**config.mk**
```make
export PLATFORM = sky130hd
export DESIGN_NAME = ugc_global_ctrl
export DESIGN_NICKNAME = d
export VERILOG_FILES = /design/src/rtl/ugc_pkg.sv /design/src/rtl/ugc_global_ctrl.sv /design/src/rtl/ugc_line_sync.sv
export SDC_FILE = /design/constraint.sdc
export NUM_CORES = 1
export LEC_CHECK = 0
export BUFFER_PORTS_ARGS = -buffer_cell sky130_fd_sc_hd__clkbuf_2
export CAP_MARGIN = 10
export CORE_ASPECT_RATIO = 0.8
export CORE_MARGIN = 2
export CORE_UTILIZATION = 60
export DETAILED_ROUTE_END_ITERATION = 8
export GPL_TIMING_DRIVEN = 0
export PLACE_DENSITY = 0.8
export SLEW_MARGIN = 0
export SYNTH_ARGS = -nofsm -noshare
export SYNTH_HDL_FRONTEND = slang
export SYNTH_HIERARCHICAL = 1
export SYNTH_SLANG_ARGS = --single-unit
```
**constraint.sdc**
```tcl
create_clock -name ref_clk -period 2.6 [get_ports ref_clk]
set_clock_uncertainty 0.15 [all_clocks]
set_input_delay 0.13 -clock ref_clk [delete_from_list [all_inputs] [get_ports ref_clk]]
set_output_delay 0.13 -clock ref_clk [all_outputs]
set_load 0.05 [all_outputs]
```
**src/rtl/ugc_pkg.sv**
```systemverilog
// package of offsets, fields, reset values and timing for the usb global control block
package ugc_pkg;
	// special-function register addresses
	localparam logic [7:0] UGC_ADDR_CONTROL  = 8'hbc;
	localparam logic [7:0] UGC_ADDR_FLAGS    = 8'hbd;
	localparam logic [7:0] UGC_ADDR_ENABLES  = 8'hbe;
	localparam logic [7:0] UGC_ADDR_FUNCADDR = 8'hc6;
	localparam logic [7:0] UGC_ADDR_EPSEL    = 8'hc7;
	// global control fields
	localparam int UGC_CTL_ADDR_VALID  = 0;
	localparam int UGC_CTL_CONFIGURED  = 1;
	localparam int UGC_CTL_WAKE_ALLOW  = 2;
	localparam int UGC_CTL_RESUME_PROG = 3;
	localparam int UGC_CTL_WAKE_REQ    = 5;
	// flag and enable fields
	localparam int UGC_FLG_SUSPEND     = 0;
	localparam int UGC_FLG_FRAME_START = 3;
	localparam int UGC_FLG_RESET_END   = 4;
	localparam int UGC_FLG_BUS_WAKE    = 5;
	// function address fields
	localparam int UGC_FA_FUNCTION_ON  = 7;
	// writable bit masks, reserved bits read zero
	localparam logic [7:0] UGC_CTL_WMASK   = 8'h27;
	localparam logic [7:0] UGC_FLG_MASK    = 8'h39;
	localparam logic [7:0] UGC_EPSEL_MASK  = 8'h03;
	// reset values
	localparam logic [7:0] UGC_ENABLES_RST  = 8'h10;
	localparam logic [7:0] UGC_FUNCADDR_RST = 8'h00;
	localparam logic [7:0] UGC_ZERO_RST     = 8'h00;
	// timing
	localparam int UGC_CLK_MHZ        = 200;
	localparam int UGC_BUS_RESET_NS   = 2700;
	localparam int UGC_BUS_RESET_CYC  = (UGC_BUS_RESET_NS * UGC_CLK_MHZ + 999) / 1000;
	localparam int UGC_SUSPEND_MS     = 3;
	localparam int UGC_SUSPEND_CYC    = UGC_SUSPEND_MS * UGC_CLK_MHZ * 1000;
	localparam int UGC_SUSP_MIN_MS    = 5;
	localparam int UGC_SUSP_MIN_CYC   = UGC_SUSP_MIN_MS * UGC_CLK_MHZ * 1000;
	localparam int UGC_RESUME_MS      = 10;
	localparam int UGC_RESUME_CYC     = UGC_RESUME_MS * UGC_CLK_MHZ * 1000;
	localparam int UGC_CNT_W          = 24;
endpackage : ugc_pkg
```
**src/rtl/ugc_global_ctrl.sv**
```systemverilog
// usb device global control, function address, global flags, enables and endpoint select
// Overview of operation
// - reserved bits of control, flag, enable and select registers read zero.
// - resume-in-progress rises on wake request with wake allowed, once suspended and the bus idle J for the remote wake minimum; drops after resume ends.
// - configured clears on hardware reset and on bus reset (SE0 2.7 us).
// - address valid clears on resets; while clear, device answers at address zero.
// - function on clears at power-up; firmware sets it after bus reset.
// - device address field holds zero after power-up or bus reset.
// - bus wake flag sets on bus activity while suspended, not on own resume.
// - reset end flag sets at end of bus reset; interrupts when enabled.
// - frame start flag sets on each good SOF; interrupts when enabled.
// - suspend flag sets after 3 ms idle J state; interrupts when enabled.
// - separate enables gate wake, frame start and suspend interrupt requests.
// - reset end enable resets set, enable register resets to 0001 0000b.
// - two-bit endpoint select steers endpoint register accesses.
`timescale 1ns/1ps
`default_nettype none
module ugc_global_ctrl
	import ugc_pkg::*;
#(
	parameter int SUSPEND_CYC = UGC_SUSPEND_CYC,
	parameter int SUSP_MIN_CYC = UGC_SUSP_MIN_CYC,
	parameter int RESUME_CYC  = UGC_RESUME_CYC
) (
	input  wire logic       ref_clk,
	input  wire logic       rst_n,
	input  wire logic [7:0] sfr_addr,
	input  wire logic [7:0] sfr_wdata,
	input  wire logic       sfr_wr,
	input  wire logic       sfr_rd,
	output var  logic [7:0] sfr_rdata,
	input  wire logic       bus_dp,
	input  wire logic       bus_dm,
	input  wire logic       sof_ok,
	output var  logic [6:0] active_address,
	output var  logic       function_on,
	output var  logic       configured_flag,
	output var  logic [1:0] endpoint_select_field,
	output var  logic       resume_drive,
	output var  logic       usb_irq
);
	typedef enum logic [1:0] {
		UGC_ACTIVE  = 2'b00,
		UGC_SUSPEND = 2'b01,
		UGC_RESUME  = 2'b11
	} ugc_state_t;

	ugc_state_t           state_ff;
	logic                 dp_s;
	logic                 dm_s;
	logic [UGC_CNT_W-1:0] se0_cnt_ff;
	logic [UGC_CNT_W-1:0] idle_cnt_ff;
	logic [UGC_CNT_W-1:0] rsm_cnt_ff;
	logic                 in_reset_ff;
	logic                 address_valid_flag_ff;
	logic                 remote_wake_allowed_ff;
	logic                 remote_wake_request_ff;
	logic [6:0]           device_address_field_ff;
	logic                 function_on_ff;
	logic [7:0]           flags_ff;
	logic [7:0]           enables_ff;
	logic [1:0]           epsel_ff;
	logic                 configured_ff;
	logic                 bus_se0;
	logic                 bus_idle_j;
	logic                 bus_reset_hit;
	logic                 reset_end;
	logic                 wr_ctl;
	logic                 wr_flg;
	logic                 wr_ena;
	logic                 wr_fa;
	logic                 wr_ep;
	logic [7:0]           ctl_view;
	logic [7:0]           nxt_flags;
	logic [7:0]           set_flags;

	// stages start at the idle j levels so no false se0 follows reset
	ugc_line_sync u_sync_dp (
		.ref_clk  (ref_clk),
		.rst_n    (rst_n),
		.line_in  (bus_dp),
		.rst_val  (1'b1),
		.line_out (dp_s)
	);
	ugc_line_sync u_sync_dm (
		.ref_clk  (ref_clk),
		.rst_n    (rst_n),
		.line_in  (bus_dm),
		.rst_val  (1'b0),
		.line_out (dm_s)
	);

	assign bus_se0    = !dp_s && !dm_s;
	assign bus_idle_j = dp_s && !dm_s;
	assign bus_reset_hit = (se0_cnt_ff == UGC_CNT_W'(UGC_BUS_RESET_CYC - 1)) && bus_se0;
	assign reset_end  = in_reset_ff && !bus_se0;

	assign wr_ctl = sfr_wr && (sfr_addr == UGC_ADDR_CONTROL);
	assign wr_flg = sfr_wr && (sfr_addr == UGC_ADDR_FLAGS);
	assign wr_ena = sfr_wr && (sfr_addr == UGC_ADDR_ENABLES);
	assign wr_fa  = sfr_wr && (sfr_addr == UGC_ADDR_FUNCADDR);
	assign wr_ep  = sfr_wr && (sfr_addr == UGC_ADDR_EPSEL);

	// bus line timers
	always_ff @(posedge ref_clk) begin
		if (!rst_n) begin
			se0_cnt_ff  <= '0;
			in_reset_ff <= 1'b0;
		end else begin
			if (!bus_se0) begin
				se0_cnt_ff <= '0;
			end else if (se0_cnt_ff != UGC_CNT_W'(UGC_BUS_RESET_CYC)) begin
				se0_cnt_ff <= se0_cnt_ff + 1'b1;
			end
			if (bus_reset_hit) begin
				in_reset_ff <= 1'b1;
			end else if (!bus_se0) begin
				in_reset_ff <= 1'b0;
			end
		end
	end

	// idle j timer, runs on through suspend up to the remote wake minimum
	always_ff @(posedge ref_clk) begin
		if (!rst_n) begin
			idle_cnt_ff <= '0;
		end else if (!bus_idle_j) begin
			idle_cnt_ff <= '0;
		end else begin
			unique case (state_ff)
				UGC_ACTIVE: begin
					if (idle_cnt_ff != UGC_CNT_W'(SUSPEND_CYC)) begin
						idle_cnt_ff <= idle_cnt_ff + 1'b1;
					end
				end
				UGC_SUSPEND: begin
					if (idle_cnt_ff != UGC_CNT_W'(SUSP_MIN_CYC)) begin
						idle_cnt_ff <= idle_cnt_ff + 1'b1;
					end
				end
				default: idle_cnt_ff <= '0;
			endcase
		end
	end

	// suspend and resume sequencing
	always_ff @(posedge ref_clk) begin
		if (!rst_n) begin
			state_ff   <= UGC_ACTIVE;
			rsm_cnt_ff <= '0;
		end else begin
			unique case (state_ff)
				UGC_ACTIVE: begin
					if (idle_cnt_ff == UGC_CNT_W'(SUSPEND_CYC - 1) && bus_idle_j) begin
						state_ff <= UGC_SUSPEND;
					end
				end
				UGC_SUSPEND: begin
					if (!bus_idle_j) begin
						state_ff <= UGC_ACTIVE;
					end else if (remote_wake_request_ff && remote_wake_allowed_ff
							&& idle_cnt_ff == UGC_CNT_W'(SUSP_MIN_CYC)) begin
						state_ff   <= UGC_RESUME;
						rsm_cnt_ff <= '0;
					end
				end
				UGC_RESUME: begin
					if (rsm_cnt_ff == UGC_CNT_W'(RESUME_CYC - 1)) begin
						state_ff <= UGC_ACTIVE;
					end else begin
						rsm_cnt_ff <= rsm_cnt_ff + 1'b1;
					end
				end
				default: state_ff <= UGC_ACTIVE;
			endcase
		end
	end

	always_ff @(posedge ref_clk) begin
		if (!rst_n) begin
			resume_drive <= 1'b0;
		end else begin
			resume_drive <= (state_ff == UGC_RESUME) && (rsm_cnt_ff != UGC_CNT_W'(RESUME_CYC - 1));
		end
	end

	// global control bits
	always_ff @(posedge ref_clk) begin
		if (!rst_n) begin
			configured_ff          <= 1'b0;
			address_valid_flag_ff  <= 1'b0;
			remote_wake_allowed_ff <= 1'b0;
			remote_wake_request_ff <= 1'b0;
		end else if (bus_reset_hit) begin
			configured_ff          <= 1'b0;
			address_valid_flag_ff  <= 1'b0;
			remote_wake_allowed_ff <= 1'b0;
			remote_wake_request_ff <= 1'b0;
		end else if (wr_ctl) begin
			configured_ff          <= sfr_wdata[UGC_CTL_CONFIGURED];
			address_valid_flag_ff  <= sfr_wdata[UGC_CTL_ADDR_VALID];
			remote_wake_allowed_ff <= sfr_wdata[UGC_CTL_WAKE_ALLOW];
			remote_wake_request_ff <= sfr_wdata[UGC_CTL_WAKE_REQ];
		end
	end

	// function address
	always_ff @(posedge ref_clk) begin
		if (!rst_n) begin
			function_on_ff          <= UGC_FUNCADDR_RST[UGC_FA_FUNCTION_ON];
			device_address_field_ff <= UGC_FUNCADDR_RST[6:0];
		end else if (bus_reset_hit) begin
			device_address_field_ff <= UGC_FUNCADDR_RST[6:0];
		end else if (wr_fa) begin
			function_on_ff          <= function_on_ff | sfr_wdata[UGC_FA_FUNCTION_ON];
			device_address_field_ff <= sfr_wdata[6:0];
		end
	end

	// flags: hardware set wins over a software clear in the same cycle
	always_comb begin
		set_flags = UGC_ZERO_RST;
		set_flags[UGC_FLG_BUS_WAKE]    = (state_ff == UGC_SUSPEND) && !bus_idle_j;
		set_flags[UGC_FLG_RESET_END]   = reset_end;
		set_flags[UGC_FLG_FRAME_START] = sof_ok;
		set_flags[UGC_FLG_SUSPEND]     = (state_ff == UGC_ACTIVE) && bus_idle_j
			&& (idle_cnt_ff == UGC_CNT_W'(SUSPEND_CYC - 1));
		nxt_flags = flags_ff;
		if (wr_flg) begin
			nxt_flags = flags_ff & sfr_wdata;
		end
		nxt_flags = (nxt_flags | set_flags) & UGC_FLG_MASK;
	end

	always_ff @(posedge ref_clk) begin
		if (!rst_n) begin
			flags_ff <= UGC_ZERO_RST;
		end else begin
			flags_ff <= nxt_flags;
		end
	end

	always_ff @(posedge ref_clk) begin
		if (!rst_n) begin
			enables_ff <= UGC_ENABLES_RST;
			epsel_ff   <= UGC_ZERO_RST[1:0];
		end else begin
			if (wr_ena) begin
				enables_ff <= sfr_wdata & UGC_FLG_MASK;
			end
			if (wr_ep) begin
				epsel_ff <= sfr_wdata[1:0];
			end
		end
	end

	always_comb begin
		ctl_view = UGC_ZERO_RST;
		ctl_view[UGC_CTL_WAKE_REQ]    = remote_wake_request_ff;
		ctl_view[UGC_CTL_RESUME_PROG] = (state_ff == UGC_RESUME);
		ctl_view[UGC_CTL_WAKE_ALLOW]  = remote_wake_allowed_ff;
		ctl_view[UGC_CTL_CONFIGURED]  = configured_ff;
		ctl_view[UGC_CTL_ADDR_VALID]  = address_valid_flag_ff;
	end

	// read data stands one cycle, zero otherwise
	always_ff @(posedge ref_clk) begin
		if (!rst_n) begin
			sfr_rdata <= UGC_ZERO_RST;
		end else begin
			sfr_rdata <= UGC_ZERO_RST;
			if (sfr_rd) begin
				unique case (sfr_addr)
					UGC_ADDR_CONTROL:  sfr_rdata <= ctl_view;
					UGC_ADDR_FLAGS:    sfr_rdata <= flags_ff;
					UGC_ADDR_ENABLES:  sfr_rdata <= enables_ff;
					UGC_ADDR_FUNCADDR: sfr_rdata <= {function_on_ff, device_address_field_ff};
					UGC_ADDR_EPSEL:    sfr_rdata <= {6'b00_0000, epsel_ff};
					default:           sfr_rdata <= UGC_ZERO_RST;
				endcase
			end
		end
	end

	// registered status outputs
	always_ff @(posedge ref_clk) begin
		if (!rst_n) begin
			active_address        <= 7'h00;
			function_on           <= 1'b0;
			configured_flag       <= 1'b0;
			endpoint_select_field <= 2'b00;
			usb_irq               <= 1'b0;
		end else begin
			active_address        <= address_valid_flag_ff ? device_address_field_ff : 7'h00;
			function_on           <= function_on_ff;
			configured_flag       <= configured_ff;
			endpoint_select_field <= epsel_ff;
			usb_irq               <= |(flags_ff & enables_ff);
		end
	end
endmodule : ugc_global_ctrl
`default_nettype wire

```
**src/rtl/ugc_line_sync.sv**
```systemverilog
// three-stage synchroniser for one bus line, change taken when stages two and three agree
`timescale 1ns/1ps
`default_nettype none
module ugc_line_sync (
	input  wire logic ref_clk,
	input  wire logic rst_n,
	input  wire logic line_in,
	input  wire logic rst_val,
	output var  logic line_out
);
	logic s1_ff;
	logic s2_ff;
	logic s3_ff;

	always_ff @(posedge ref_clk) begin
		if (!rst_n) begin
			s1_ff    <= rst_val;
			s2_ff    <= rst_val;
			s3_ff    <= rst_val;
			line_out <= rst_val;
		end else begin
			s1_ff <= line_in;
			s2_ff <= s1_ff;
			s3_ff <= s2_ff;
			if (s2_ff == s3_ff) begin
				line_out <= s3_ff;
			end
		end
	end
endmodule : ugc_line_sync
`default_nettype wire

```
### After elaboration in Yosys (flattened, before gate mapping)

Index checks and enable logic that the tools add are counted.

* bitwise logic cells: 6
* mux-type cells: 16
* equality and inequality tests: 26
* add/sub/neg operators: 3
* reduce and logical (&&, ||, !) cells: 32

Operators with widths (count)
* two-way mux 24 bit: 5
* one-hot mux 24 bit (2 select lines): 2
* adder 24 x 1 -> 24 bit, second input constant: 3
* == test 24 x 20 -> 1 bit, second input constant: 2
* != test 24 x 20 -> 1 bit, second input constant: 2
* == test 8 bit, second input constant: 5
* one-hot mux 8 bit (5 select lines): 1
* == test 24 x 10 -> 1 bit, second input constant: 1
* == test 24 x 21 -> 1 bit, second input constant: 1
* != test 24 x 10 -> 1 bit, second input constant: 1
* != test 24 x 21 -> 1 bit, second input constant: 1
* logical AND 1 bit: 16
* AND 6 bit: 2
* != test 2 bit, second input constant: 6
* AND reduction 2 bit: 6
* two-way mux 2 bit: 4
* OR reduction 8 bit: 1
* two-way mux 6 bit: 1
* bitwise OR 6 bit: 1
* one-hot mux 2 bit (3 select lines): 1
* zero test 1 bit: 4
* != test 2 x 1 -> 1 bit, second input constant: 2
* AND reduction 4 bit: 1
* != test 3 bit, second input constant: 1
* other kinds (10): 13

* output and inout bits: 21
* register bits after elaboration: 126
* logic and storage cells: 112

### Longest topological paths before layout

Gate-level depths: netlist of run 1.

* depth after elaboration: 5
* gate-level depth with buffers: 8
* gate-level depth less buffers: 7

### By module

Netlist of run 1, hierarchy kept.

By module, submodules not included
* ugc_global_ctrl: area each 5525.3 um^2, instances 1, seq. area each 2362.3 um^2, cells an instance 649
* ugc_line_sync: area each 146.4 um^2, instances 2, seq. area each 90.1 um^2, cells an instance 15

### Least setup slack after synthesis of run 1

No wires, ideal clock.

* path type: flip-flop to flip-flop
* start: register rsm_cnt_ff[12]
* end: register rsm_cnt_ff[23]
* data arrival time: 1820 ps
* required time: 2328 ps
* stages on the path, launching flop included: 6
* period minus slack after synthesis: 2092 ps
* path slack: 508 ps
* library setup time: 122 ps
* path buffers: 0
* cells stage by stage: dfxtp_1 or4b_4 nor4_4 a21oi_2 nor3b_1 a311o_1

* longest elaborated chain between the ends: 3
* elaborated cells on any way between the ends: 6
* classes of those cells: 1 x add/sub; 2 x eq/ne; 2 x mux; 1 x reduce/logical

RTL lines
* start: declaration: RTL line ugc_global_ctrl.sv:53 `logic [UGC_CNT_W-1:0] rsm_cnt_ff;`
* start signal: assignment: RTL line ugc_global_ctrl.sv:171 `rsm_cnt_ff <= rsm_cnt_ff + 1'b1;`
* adder 24 x 1 -> 24 bit or == test 24 x 21 -> 1 bit (tied branches): RTL line ugc_global_ctrl.sv:171, ugc_global_ctrl.sv:168
* two-way mux 24 bit or != test 2 bit (tied branches)
* one-hot mux 24 bit (2 select lines) or AND reduction 4 bit (tied branches)

Several ways; a longest one is shown, not always the timed one. The select of a mux whose other input is x is not followed.
A chain may end at the register's enable or synchronous reset.

### Final worst setup path of run 1

* start: input port sfr_addr[6]
* end: register flags_ff[3]

* longest elaborated chain between the ends: 4

RTL lines
* start: declaration: RTL line ugc_global_ctrl.sv:27 `input wire logic [7:0] sfr_addr,`
* == test 8 bit: RTL line ugc_global_ctrl.sv:99 `assign wr_flg = sfr_wr && (sfr_addr == UGC_ADDR_FLAGS);`
* logical AND 1 bit: RTL line ugc_global_ctrl.sv:99
* two-way mux 6 bit: RTL line ugc_global_ctrl.sv:229 `if (wr_flg) begin`
* bitwise OR 6 bit: RTL line ugc_global_ctrl.sv:232 `nxt_flags = (nxt_flags | set_flags) & UGC_FLG_MASK;`
* end signal: assignment: RTL line ugc_global_ctrl.sv:239 `flags_ff <= nxt_flags;`
* end: declaration: RTL line ugc_global_ctrl.sv:60 `logic [7:0] flags_ff;`

No other way between the ends.

==> summary.md, run 1 <==
| Metric | Value |
|---|---|
| Hold Crit Class | in -> reg |
| Status | finished clean |
| Tcrit/Tclk final | 0.898 |
| DRT Pass-1 Iters | 5 |
| Cell family with most CP delay | simple AND/OR/NAND/NOR gates |
| Crit-path cells | clkbuf_2 -> nand4b_1 -> nor4b_1 -> nand2_1 -> o21ai_0 -> a21oi_1 -> dlygate4sd3_1 |
| Final setup vio count | 0 |
| # clock sinks | 126 |
| Yosys warnings | 6 |
| Initial Utilization | 0.611 |
| WP buf/inv | 2 |
| Post-route DRC | 0 |
| Worst path arrival time | 2490 ps |
| Post-synth net total | 707 |
| 1st-iter DRT viols | 513 |
| Post-synth EDFFs | 2 |
| Post-Route Setup TNS | 0 ps |
| Fraction of layout cells with a size suffix above 1 | 0.144 |
| Post-synth ARST share | 0 |
| CTS root buf | clkbuf_16 |
| Cell area after synthesis | 5820 um2 |
| Vias in the first global route | 5,172 |
| Slowest CP cell | nor4b_1 |
| Placer's final routability congestion estimate | 0.912 |
| Remaining antenna violation count | 0 |
| P&R area growth vs syn | 20.3% |
| CP startpoint kind | input pin |
| Final worst setup slack | 266 ps |
| Setup bufs post-CTS | 0 |
| Post-detail-place hpwl | 9350 um |
| Peak VDD IR | 722 uV |
| First-pass GRT wire length | 23,900 um |
| Largest net degree at the start of global routing | 17 |
| Avg Synthesized Cell Area | 8.57 um2 |
| Die width | 114 um |
| Cell taking the most area after synthesis | dfxtp_1 |
| Antenna Cells | 0 |
| Least-Margin Pin Slew | 902 ps |
| WP data required | 2760 ps |
| Skew-Pair Late Insertion Delay | 420 ps |
| Top cell type's share of synthesized area | 0.427 |
| Largest stage delay, worst path | 820 ps |
| Most used flip-flop cell after synthesis | dfxtp_1 |
| Worst-case clock buffer depth | 2 |
| Clk slew on worst S/H paths | 60 ps |
| Total track usage | 0.284 |
| Sequential share of the synthesized area | 0.437 |
| Unrepaired setup endpoints after global routing | no |
| Gr ovfl total | 0 |
| Synth top area cells | dfxtp_1 (43%), nor2_1 (5.2%), nand2_1 (4.9%), xnor2_1 (3.9%), nand3_1 (3.7%) |
| Max-cap violations | 0 |
| Cell with the most instances after synthesis | dfxtp_1 |
| Initial antenna violation count | 0 |
| Total leakage power | 2.56 nW |
| Crit end category | flop |
| Post-synth cell types | 74 |
| Core ar. | 9530 um2 |
| CTS buffer count | 17 |
| Num ports | 44 |
| I/O Buffers | 41 |
| Pre-CTS setup slack | 136 ps |
| Die area | 10,500 um2 |
| DR vias | 5,418 |
| WS Path Type | in -> reg |
| CTS tree | built |
| Max H-tree Level | 4 |
| Rel. slew slack | 0.390 |
| FF+latch count, synth | 126 |
| Final WL | 14,500 um |
| Vias per cell | 6.09 |
| Final net count | 786 |
| Pins Over Slew Limit | 0 |
| Cell Rows | 32 |
| Die H | 92.1 um |
| Syn Inst Count | 679 |
| Power Density | 669 nW/um2 |
| Fmax | 0.429 GHz |
| WL/cell | 16.3 um |
| Final min period | 2330 ps |
| Crit path max fanout | 5 |
| Final Hold Fails | 0 |
| Most frequent cells after synthesis | dfxtp_1 (124), nor2_1 (81), nand2_1 (76), nand3_1 (43), a21oi_1 (33) |
report_power, final:
group | internal (mW) | leakage [nW] | total [mW] | switching, mW
Combinational | 0.0605 | 1.23 | 0.164 | 0.103
Sequential | 1.96 | 1.02 | 1.97 | 0.0168
Clock | 1.61 | 0.312 | 2.55 | 0.935
worst min-delay path: cells and delay by family:
kind / cells / cell delay, ps
AOI/OAI and AO/OA: 2 / 220
buffers and inverters: 1 / 110
and+or+nand+nor: 1 / 70
sequential cells by signal, summed over array words and instances, names as in the netlist, 4 cells and up:
signal and flops:
active_address 7, device_address_field_ff 7, enables_ff 4, flags_ff 4
idle_cnt_ff 24, rsm_cnt_ff 24, se0_cnt_ff 24, sfr_rdata 8
layout by cell type (no fill, tap or decap), types with 3 or more instances in the layout:
cell type	Yosys	final
inv_1	24	24
clkbuf_8	2	3
dfxtp_1	124	124
inv_6	0	4
a22oi_1	10	10
xor2_1	14	14
mux2_2	3	3
or3_1	4	4
ha_1	5	5
and4_1	5	5
clkbuf_2	0	43
nand2b_1	3	3
and2_1	10	10
o21ai_1	6	6
mux2i_1	11	11
o21ai_0	20	20
nor4_1	22	21
nor4b_1	4	4
clkinv_4	0	3
nor4_2	2	3
xnor2_1	26	26
a31oi_1	9	9
a211oi_1	4	4
clkbuf_16	0	18
o211ai_2	3	3
nand3_1	43	43
nor2_1	81	81
bufinv_16	0	3
nand2_1	76	76
nor3_1	15	15
and3_1	22	22
nand4_1	25	25
clkbuf_1	16	16
a21oi_1	33	33
dlygate4sd3_1	0	17
path summary, 6_finish.rpt:
| check | startpoint | slack (ps) | cells past startpoint | end |
|---|---|---|---|---|
| setup / recovery | sfr_addr[6] | 270 | 7 | flags_ff[3] |
| hold / removal | sfr_addr[5] | 10 | 4 | sfr_rdata[3] |
| setup reg to reg | rsm_cnt_ff[12] | 270 | 6 | rsm_cnt_ff[14] |
| hold reg to reg | u_sync_dp/s1_ff | 300 | 2 | u_sync_dp/s2_ff |
cells by family after synthesis:
group,Yosys count,share of synthesized area
simple gates,341,0.312
flops,126,0.437
compound gates,105,0.120
buf+inv,46,0.0342
xor+xnor,40,0.0602
mux,14,0.0247
fa+ha+maj,5,0.0108
other cells,2,0.00129
what timing repair did:
action	4_1_cts	5_1_grt
endpoints found under the setup margin	0	3
gates resized for setup	0	1
hold endpoints to repair	32	0
hold buffers	17	0
through the flow:
stage | power (mW) | cells | hold WS (ps) | instance area, um2 | util
4_1_cts | 4.69 | 888 | 10.6 | 6980 | 0.733
3_3_place_gp | 2.15 | 839 | 178 | 6170 | 0.648
3_5_place_dp | 2.15 | 839 | 187 | 6170 | 0.648
2_1_floorplan | 2.10 | 679 | 86.2 | 5820 | -
6_report | 4.68 | 890 | 12.1 | 7000 | 0.734
5_1_grt | 4.80 | 890 | 83.6 | 7000 | 0.734
per-layer routing:
metal  track usage  share of wire
met1         0.360           0.43
met2         0.452           0.48
met3        0.0720          0.068
met4         0.138          0.022
met5             0              0
final cells by class:
class	instances	area, um2
multi-input cells	507	3080
flip-flops and latches	126	2540
fillers	684	2530
clock buffers	19	464
repair buffers	60	385
clock inverters	13	175
well taps	119	149
plain buffers	21	105
inverters	25	93.8
(Power assumes the default switching activity.)
==> inputs of run 2 (changes only) <==
--- a/config.mk
+++ b/config.mk
@@ -5,6 +5,7 @@
 export SDC_FILE = /design/constraint.sdc
 export NUM_CORES = 1
 export LEC_CHECK = 0
+export ABC_AREA = 1
 export BUFFER_PORTS_ARGS = -buffer_cell sky130_fd_sc_hd__clkbuf_2
 export CAP_MARGIN = 10
 export CORE_ASPECT_RATIO = 0.8
@@ -12,7 +13,7 @@
 export CORE_UTILIZATION = 60
 export DETAILED_ROUTE_END_ITERATION = 8
 export GPL_TIMING_DRIVEN = 0
-export PLACE_DENSITY = 0.8
+export PLACE_DENSITY = 0.79
 export SLEW_MARGIN = 0
 export SYNTH_ARGS = -nofsm -noshare
 export SYNTH_HDL_FRONTEND = slang
==> run 2 against run 1 <==
Against the previous run: critical path depth decreased by 1; wire length increased by 5.9%; power decreased by 2.9%; cell area increased by 6.2%; die area increased by 7.6%; clock-buffer cell count unchanged; highest routed layer unchanged; sequential power about the same; fmax increased by 17%; sequential share of layout area decreased by 2.1 points; final cell count increased by 32%; via count increased by 14%; combinational power increased by 2%.
==> summary.md, run 2 <==
| Metric | Value |
|---|---|
| Status | finished clean (unchanged) |
| Hold Crit Class | in -> reg (unchanged) |
| Clk slew on worst S/H paths | 60 ps (about the same) |
| Unrepaired setup endpoints after global routing | no (unchanged) |
| Cell taking the most area after synthesis | dfxtp_1 (unchanged) |
| Most frequent cells after synthesis | nand2_1 (239), nor2_1 (141), dfxtp_1 (124), inv_1 (121), nand3_1 (80) (was dfxtp_1 (124), nor2_1 (81), nand2_1 (76), nand3_1 (43), a21oi_1 (33)) |
| Filler Cells Inserted | 860 (was 684) |
| CTS root buf | clkbuf_16 (unchanged) |
| Placer's final routability congestion estimate | 0.932 (was 0.912) |
| Final setup vio count | 0 (unchanged) |
| Num ports | 44 (unchanged) |
| Pins Over Slew Limit | 0 (unchanged) |
| Reg2reg setup slack | 630 ps (was 270 ps) |
| Power Density | 612 nW/um2 (was 669 nW/um2) |
| Cell with the most instances after synthesis | nand2_1 (was dfxtp_1) |
| Crit-path cells | dlygate4sd3_1 -> clkbuf_2 -> inv_1 -> clkbuf_1 -> buf_1 -> a21oi_1 (was clkbuf_2 -> nand4b_1 -> nor4b_1 -> nand2_1 -> o21ai_0 -> a21oi_1 -> dlygate4sd3_1) |
| Most used flip-flop cell after synthesis | dfxtp_1 (unchanged) |
| Cell Rows | 33 (was 32) |
| Largest stage delay, worst path | 550 ps (was 820 ps) |
| Crit end category | flop (unchanged) |
| 1st-iter DRT viols | 501 (was 513) |
| Synth top area cells | dfxtp_1 (40%), nand2_1 (14%), nor2_1 (8.4%), inv_1 (7.2%), nand3_1 (6.4%) (was dfxtp_1 (43%), nor2_1 (5.2%), nand2_1 (4.9%), xnor2_1 (3.9%), nand3_1 (3.7%)) |
| P&R area growth vs syn | 18.4% (was 20.3%) |
| Most frequent cells in the layout | nand2_1 (239), nor2_1 (141), dfxtp_1 (124) (was dfxtp_1 (124), nor2_1 (81), nand2_1 (76)) |
| WL/cell | 13.0 um (was 16.3 um) |
| Remaining antenna violation count | 0 (unchanged) |
| Yosys warnings | 6 (unchanged) |
| Max-cap violations | 0 (unchanged) |
| Top Registers | idle_cnt_ff (24), rsm_cnt_ff (24), se0_cnt_ff (24) (unchanged) |
| WS Path Type | in -> reg (unchanged) |
| WP data required | 2720 ps (was 2760 ps) |
| Post-synth cell types | 43 (was 74) |
| Antenna Cells | 0 (unchanged) |
| Post-route cell area | 7430 um2 (was 7000 um2) |
| Post-Route Setup TNS | 0 ps (unchanged) |
| Vias per cell | 5.25 (was 6.09) |
| Cell family with most CP delay | buffers and inverters (was simple AND/OR/NAND/NOR gates) |
| Fmax | 0.502 GHz (was 0.429 GHz) |
| Final net count | 1,052 (was 786) |
| WP buf/inv | 5 (was 2) |
| CTS tree | built (unchanged) |
| Post-synth ARST share | 0 (unchanged) |
| Die width | 118 um (was 114 um) |
| Switch Pwr | 1.05 mW (about the same) |
| Core ar. | 10,200 um2 (was 9530 um2) |
| Register share of total power | 0.432 (was 0.421) |
| Vias in the first global route | 5,673 (was 5,172) |
| Sequential share of the synthesized area | 0.405 (was 0.437) |
| Crit path max fanout | 12 (was 5) |
| Switching Share | 0.231 (was 0.225) |
| FF+latch count, synth | 126 (unchanged) |
| Post-route DRC | 0 (unchanged) |
| Total leakage power | 2.88 nW (was 2.56 nW) |
| End-of-flow core utilization | 0.729 (was 0.734) |
| Max H-tree Level | 4 (unchanged) |
| Final Hold Fails | 0 (unchanged) |
| Syn Inst Count | 946 (was 679) |
| Clk pwr share | 0.531 (was 0.544) |
| Gr ovfl total | 0 (unchanged) |
| Largest net degree at the start of global routing | 17 (unchanged) |
| I/O Buffers | 43 (was 41) |
| Tcrit/Tclk final | 0.766 (was 0.898) |
| Initial antenna violation count | 0 (unchanged) |
| Area of the multi-input gates | 3170 um2 (was 3080 um2) |
| Avg Synthesized Cell Area | 6.64 um2 (was 8.57 um2) |
| Peak VDD IR | 455 uV (was 722 uV) |
| DR vias | 6,179 (was 5,418) |
| Final min period | 1990 ps (was 2330 ps) |
| Fraction of layout cells with a size suffix above 1 | 0.120 (was 0.144) |
| Die area | 11,300 um2 (was 10,500 um2) |
| DRT Pass-1 Iters | 5 (unchanged) |
| Dpl cell area | 6670 um2 (was 6170 um2) |
| Cell area after synthesis | 6280 um2 (was 5820 um2) |
| Reg area | 2540 um2 (unchanged) |
| Gate power share | 0.037 (was 0.035) |
| Commonest non-fill, non-tap cell in the layout | nand2_1 (was dfxtp_1) |
| CTS resizes | 0 (unchanged) |
| Post-detail-place hpwl | 10,400 um (was 9350 um) |
| Slowest CP cell | dlygate4sd3_1 (was nor4b_1) |
| CTS buffer count | 17 (unchanged) |
| Final WL | 15,300 um (was 14,500 um) |
| Post-synth EDFFs | 2 (unchanged) |
| Power Total | 4.55 mW (was 4.68 mW) |
| CP startpoint kind | input pin (unchanged) |
| Die H | 95.5 um (was 92.1 um) |
| First-pass GRT wire length | 26,000 um (was 23,900 um) |
| Rel. slew slack | 0.518 (was 0.390) |
| Top cell type's share of synthesized area | 0.395 (was 0.427) |
| Total track usage | 0.286 (was 0.284) |
| Setup bufs post-CTS | 0 (unchanged) |
| Post-synth net total | 974 (was 707) |
| Worst-case clock buffer depth | 2 (unchanged) |
| # clock sinks | 126 (unchanged) |
| Skew-Pair Late Insertion Delay | 420 ps (about the same) |
| Initial Utilization | 0.616 (was 0.611) |
| Cell Int Power | 3.49 mW (was 3.63 mW) |
| Worst path arrival time | 2110 ps (was 2490 ps) |
| Least-Margin Pin Slew | 718 ps (was 902 ps) |
| Hold buffers post-CTS | 16 (was 17) |
## run 2: cell count changes after synthesis, moves of 11 or more
cell     change
nor4_1      -20
mux2i_1     -11
and3_1      -22
inv_1       +97
nand3_1     +37
nand2_1    +163
o21ai_0     +17
a21oi_1     +28
nor2_1      +60
xnor2_1     -20
## run 2: tightest hold or removal path, stage by stage
cell and delay [ps]:
clkbuf_2 110, nand2_1 60, nor3_1 110, nand3_1 90, a21oi_1 60
## run 2: kinds of logic after synthesis
logic type,Yosys count,synth area share
AOI/OAI and AO/OA,113,0.0947
buffers and inverters,145,0.0909
and+or+nand+nor,544,0.383
xor gates and xnor gates,11,0.0153
other,2,0.00120
adders and majority gates,5,0.00996
DFF,126,0.405
## run 2: final timing paths
kind	start	endpoint	cells after the start
setup / recovery	rst_n	rsm_cnt_ff[3]	6
hold / removal	sfr_addr[0]	epsel_ff[1]	5
setup reg to reg	rsm_cnt_ff[0]	rsm_cnt_ff[3]	10
hold reg to reg	u_sync_dp/s1_ff	u_sync_dp/s2_ff	2
## run 2: through the flow
step	worst slack [ps]	cells	hold WS, ps
2_1_floorplan	978	946	86.3
3_3_place_gp	715	1129	179
3_5_place_dp	678	1129	181
4_1_cts	639	1177	23.5
5_1_grt	463	1177	61.6
6_report	608	1177	44.8
## run 2: routing by layer
metal / vias up / wire length (um) / part of all wire / global-route usage
li1: 3183 / - / - / -
met1: 2772 / 7310 / 0.48 / 0.383
met2: 201 / 6870 / 0.45 / 0.461
met3: 23 / 982 / 0.064 / 0.0652
met4: 0 / 159 / 0.010 / 0.0952
met5: - / 0 / 0 / 0
## run 2: final cells by class
| cell class | instances | area share |
|---|---|---|
| plain buffers | 15 | 0.0111 |
| clock buffers | 19 | 0.0609 |
| clock inverters | 13 | 0.0204 |
| inverters | 130 | 0.0656 |
| multi-input cells | 675 | 0.426 |
| flip-flops and latches | 126 | 0.342 |
| well taps | 140 | 0.0236 |
| repair buffers | 59 | 0.0505 |
## run 2: power groups by stage
stage / Clock, mW / Sequential [mW] / Combinational (mW)
2_1_floorplan: 0 / 2.00 / 0.0869
3_3_place_gp: 0 / 2.00 / 0.140
3_5_place_dp: 0 / 2.01 / 0.143
4_1_cts: 2.44 / 1.96 / 0.165
5_1_grt: 2.52 / 1.97 / 0.186
6_report: 2.41 / 1.96 / 0.168
==> inputs of run 3 (changes only) <==
==> constraint.sdc (replaced) <==
create_clock -name ref_clk -period 2.1 [get_ports ref_clk]
set_clock_uncertainty 0.15 [all_clocks]
set_input_delay 0.105 -clock ref_clk [delete_from_list [all_inputs] [get_ports ref_clk]]
set_output_delay 0.105 -clock ref_clk [all_outputs]
set_load 0.05 [all_outputs]
==> run 3 against run 2 <==
Against the previous run: clock power grew 24%; utilization increased by 0.32 points; register-to-register slack worse by 500 ps; sequential power is 24% higher; critical path depth rose by 1; non-clock buffer count rose by 2; final cell count grew 0.17%; worst setup slack lost 470 ps; critical path type is now reg -> reg; critical endpoint is now device_address_field_ff[2].
==> summary.md, run 3 (synthesis results as in run 2) <==
| Metric | Value |
|---|---|
| Most frequent cells in the layout | nand2_1 (239), nor2_1 (140), dfxtp_1 (124) (was nand2_1 (239), nor2_1 (141), dfxtp_1 (124)) |
| Vias per cell | 5.26 (was 5.25) |
| Crit end category | flop (unchanged) |
| Filler Cells Inserted | 857 (was 860) |
| Setup bufs post-CTS | 0 (unchanged) |
| WS Path Type | reg -> reg (was in -> reg) |
| Pins Over Slew Limit | 0 (unchanged) |
| Fraction of layout cells with a size suffix above 1 | 0.123 (was 0.120) |
| Worst path arrival time | 2130 ps (was 2110 ps) |
| CTS root buf | clkbuf_16 (unchanged) |
| Clk slew on worst S/H paths | 60 ps (about the same) |
| Total track usage | 0.289 (was 0.286) |
| Hold Crit Class | in -> reg (unchanged) |
| Unrepaired setup endpoints after global routing | no (unchanged) |
| Status | finished clean (unchanged) |
| Final min period | 1970 ps |
| Die width | 118 um (unchanged) |
| CP startpoint kind | flop (was input pin) |
| WL/cell | 13.2 um (was 13.0 um) |
| Total leakage power | 2.89 nW (was 2.88 nW) |
| Num ports | 44 (unchanged) |
| Skew-Pair Late Insertion Delay | 420 ps (about the same) |
| Antenna Cells | 0 (unchanged) |
| I/O Buffers | 43 (unchanged) |
| Remaining antenna violation count | 0 (unchanged) |
| Die area | 11,300 um2 (unchanged) |
| Reg2Reg Launch Point | se0_cnt_ff[1] (was rsm_cnt_ff[0]) |
| Placer's final routability congestion estimate | 0.932 (unchanged) |
| Die H | 95.5 um (unchanged) |
| Final worst setup slack | 135 ps (was 608 ps) |
| Final Hold Fails | 0 (unchanged) |
| Rel. slew slack | 0.501 (was 0.518) |
| CTS tree | built (unchanged) |
| Fmax | 0.509 GHz |
| Final setup vio count | 0 (unchanged) |
| DRT Pass-1 Iters | 6 (was 5) |
| Peak VDD IR | 558 uV (was 455 uV) |
| Commonest non-fill, non-tap cell in the layout | nand2_1 (unchanged) |
| Tcrit/Tclk final | 0.936 |
| WP data required | 2260 ps (was 2720 ps) |
| End-of-flow core utilization | 0.732 (was 0.729) |
| Power Density | 753 nW/um2 (was 612 nW/um2) |
| Max H-tree Level | 4 (unchanged) |
| Post-route DRC | 0 (unchanged) |
| P&R area growth vs syn | 18.9% (was 18.4%) |
| DR vias | 6,203 (was 6,179) |
| Crit path max fanout | 10 (was 12) |
| First-pass GRT wire length | 26,300 um (was 26,000 um) |
| Dpl cell area | 6670 um2 (unchanged) |
| Gr ovfl total | 0 (unchanged) |
| Crit path from | se0_cnt_ff[1] (was rst_n) |
| Initial antenna violation count | 0 (unchanged) |
| Vias in the first global route | 5,721 (was 5,673) |
| Max-cap violations | 0 (unchanged) |
| Final net count | 1,054 (was 1,052) |
| Beginning of the worst hold path | sfr_addr[0] (unchanged) |
| Pre-CTS setup slack | 178 ps (was 678 ps) |
| 1st-iter DRT viols | 543 (was 501) |
| Top Registers | idle_cnt_ff (24), rsm_cnt_ff (24), se0_cnt_ff (24) (unchanged) |
| Post-Route Setup TNS | 0 ps (unchanged) |
| Cell Rows | 33 (unchanged) |
| Fin Hold WS | 32.3 ps (was 44.8 ps) |
| Worst-case clock buffer depth | 2 (unchanged) |
| Largest net degree at the start of global routing | 17 (unchanged) |
| Final WL | 15,500 um (was 15,300 um) |
| Core ar. | 10,200 um2 (unchanged) |
| Least-Margin Pin Slew | 742 ps (was 718 ps) |
| Post-route cell area | 7470 um2 (was 7430 um2) |
| # clock sinks | 126 (unchanged) |
| Initial Utilization | 0.616 (unchanged) |
| Post-detail-place hpwl | 10,400 um (unchanged) |
| CTS buffer count | 17 (unchanged) |
run 3: power breakdown:
group	total [mW]	internal, mW	switching (mW)
sequential	2.43	2.42	0.0122
combinational	0.212	0.0757	0.136
clock	2.98	1.83	1.15
total	5.63	4.33	1.30
run 3: final timing paths:
| path | to | slack [ps] | cells after the start |
|---|---|---|---|
| setup / recovery | device_address_field_ff[2] | 130 | 7 |
| hold reg to reg | u_sync_dm/s2_ff | 290 | 2 |
| setup reg to reg | device_address_field_ff[2] | 130 | 7 |
| hold / removal | epsel_ff[0] | 30 | 5 |
run 3: final cells by class:
class	count	area [um2]	share of cell area
tap	140	175	0.0235
clock buffer	19	453	0.0607
buffer	15	82.6	0.0111
multi-input combinational	675	3180	0.426
clock inverter	13	151	0.0203
inverter	130	488	0.0654
timing repair buffer	61	395	0.0530
sequential	126	2540	0.341
run 3: through the flow:
stage                     power (mW)  cells
after floorplan                 2.59    946
after global placement          2.66   1129
after detailed placement        2.66   1129
after CTS                       5.66   1179
after global routing            5.78   1179
final                           5.63   1179
run 3: metal layers:
| metal | share of wire | routed length, um | track usage | up-vias |
|---|---|---|---|---|
| met1 | 0.47 | 7270 | 0.387 | 2784 |
| met4 | 0.0096 | 149 | 0.0923 | 0 |
| met2 | 0.46 | 7120 | 0.473 | 215 |
| met3 | 0.062 | 966 | 0.0616 | 17 |
| li1 | - | - | - | 3187 |
| met5 | 0 | 0 | 0 | - |
run 3: repair_timing:
item                                   CTS  global route
hold buffers                            18             0
setup endpoints to repair                0             6
endpoints found under the hold margin   28             0
resized for setup                        0             4
run 3: critical path, stage by stage, from the launching register on:
cell,delay [ps]
dfxtp_1,380
ha_1,260
inv_1,80
nor4_1,390
nand4_1,220
nand2_1,130
buf_4,190
nor2_1,60
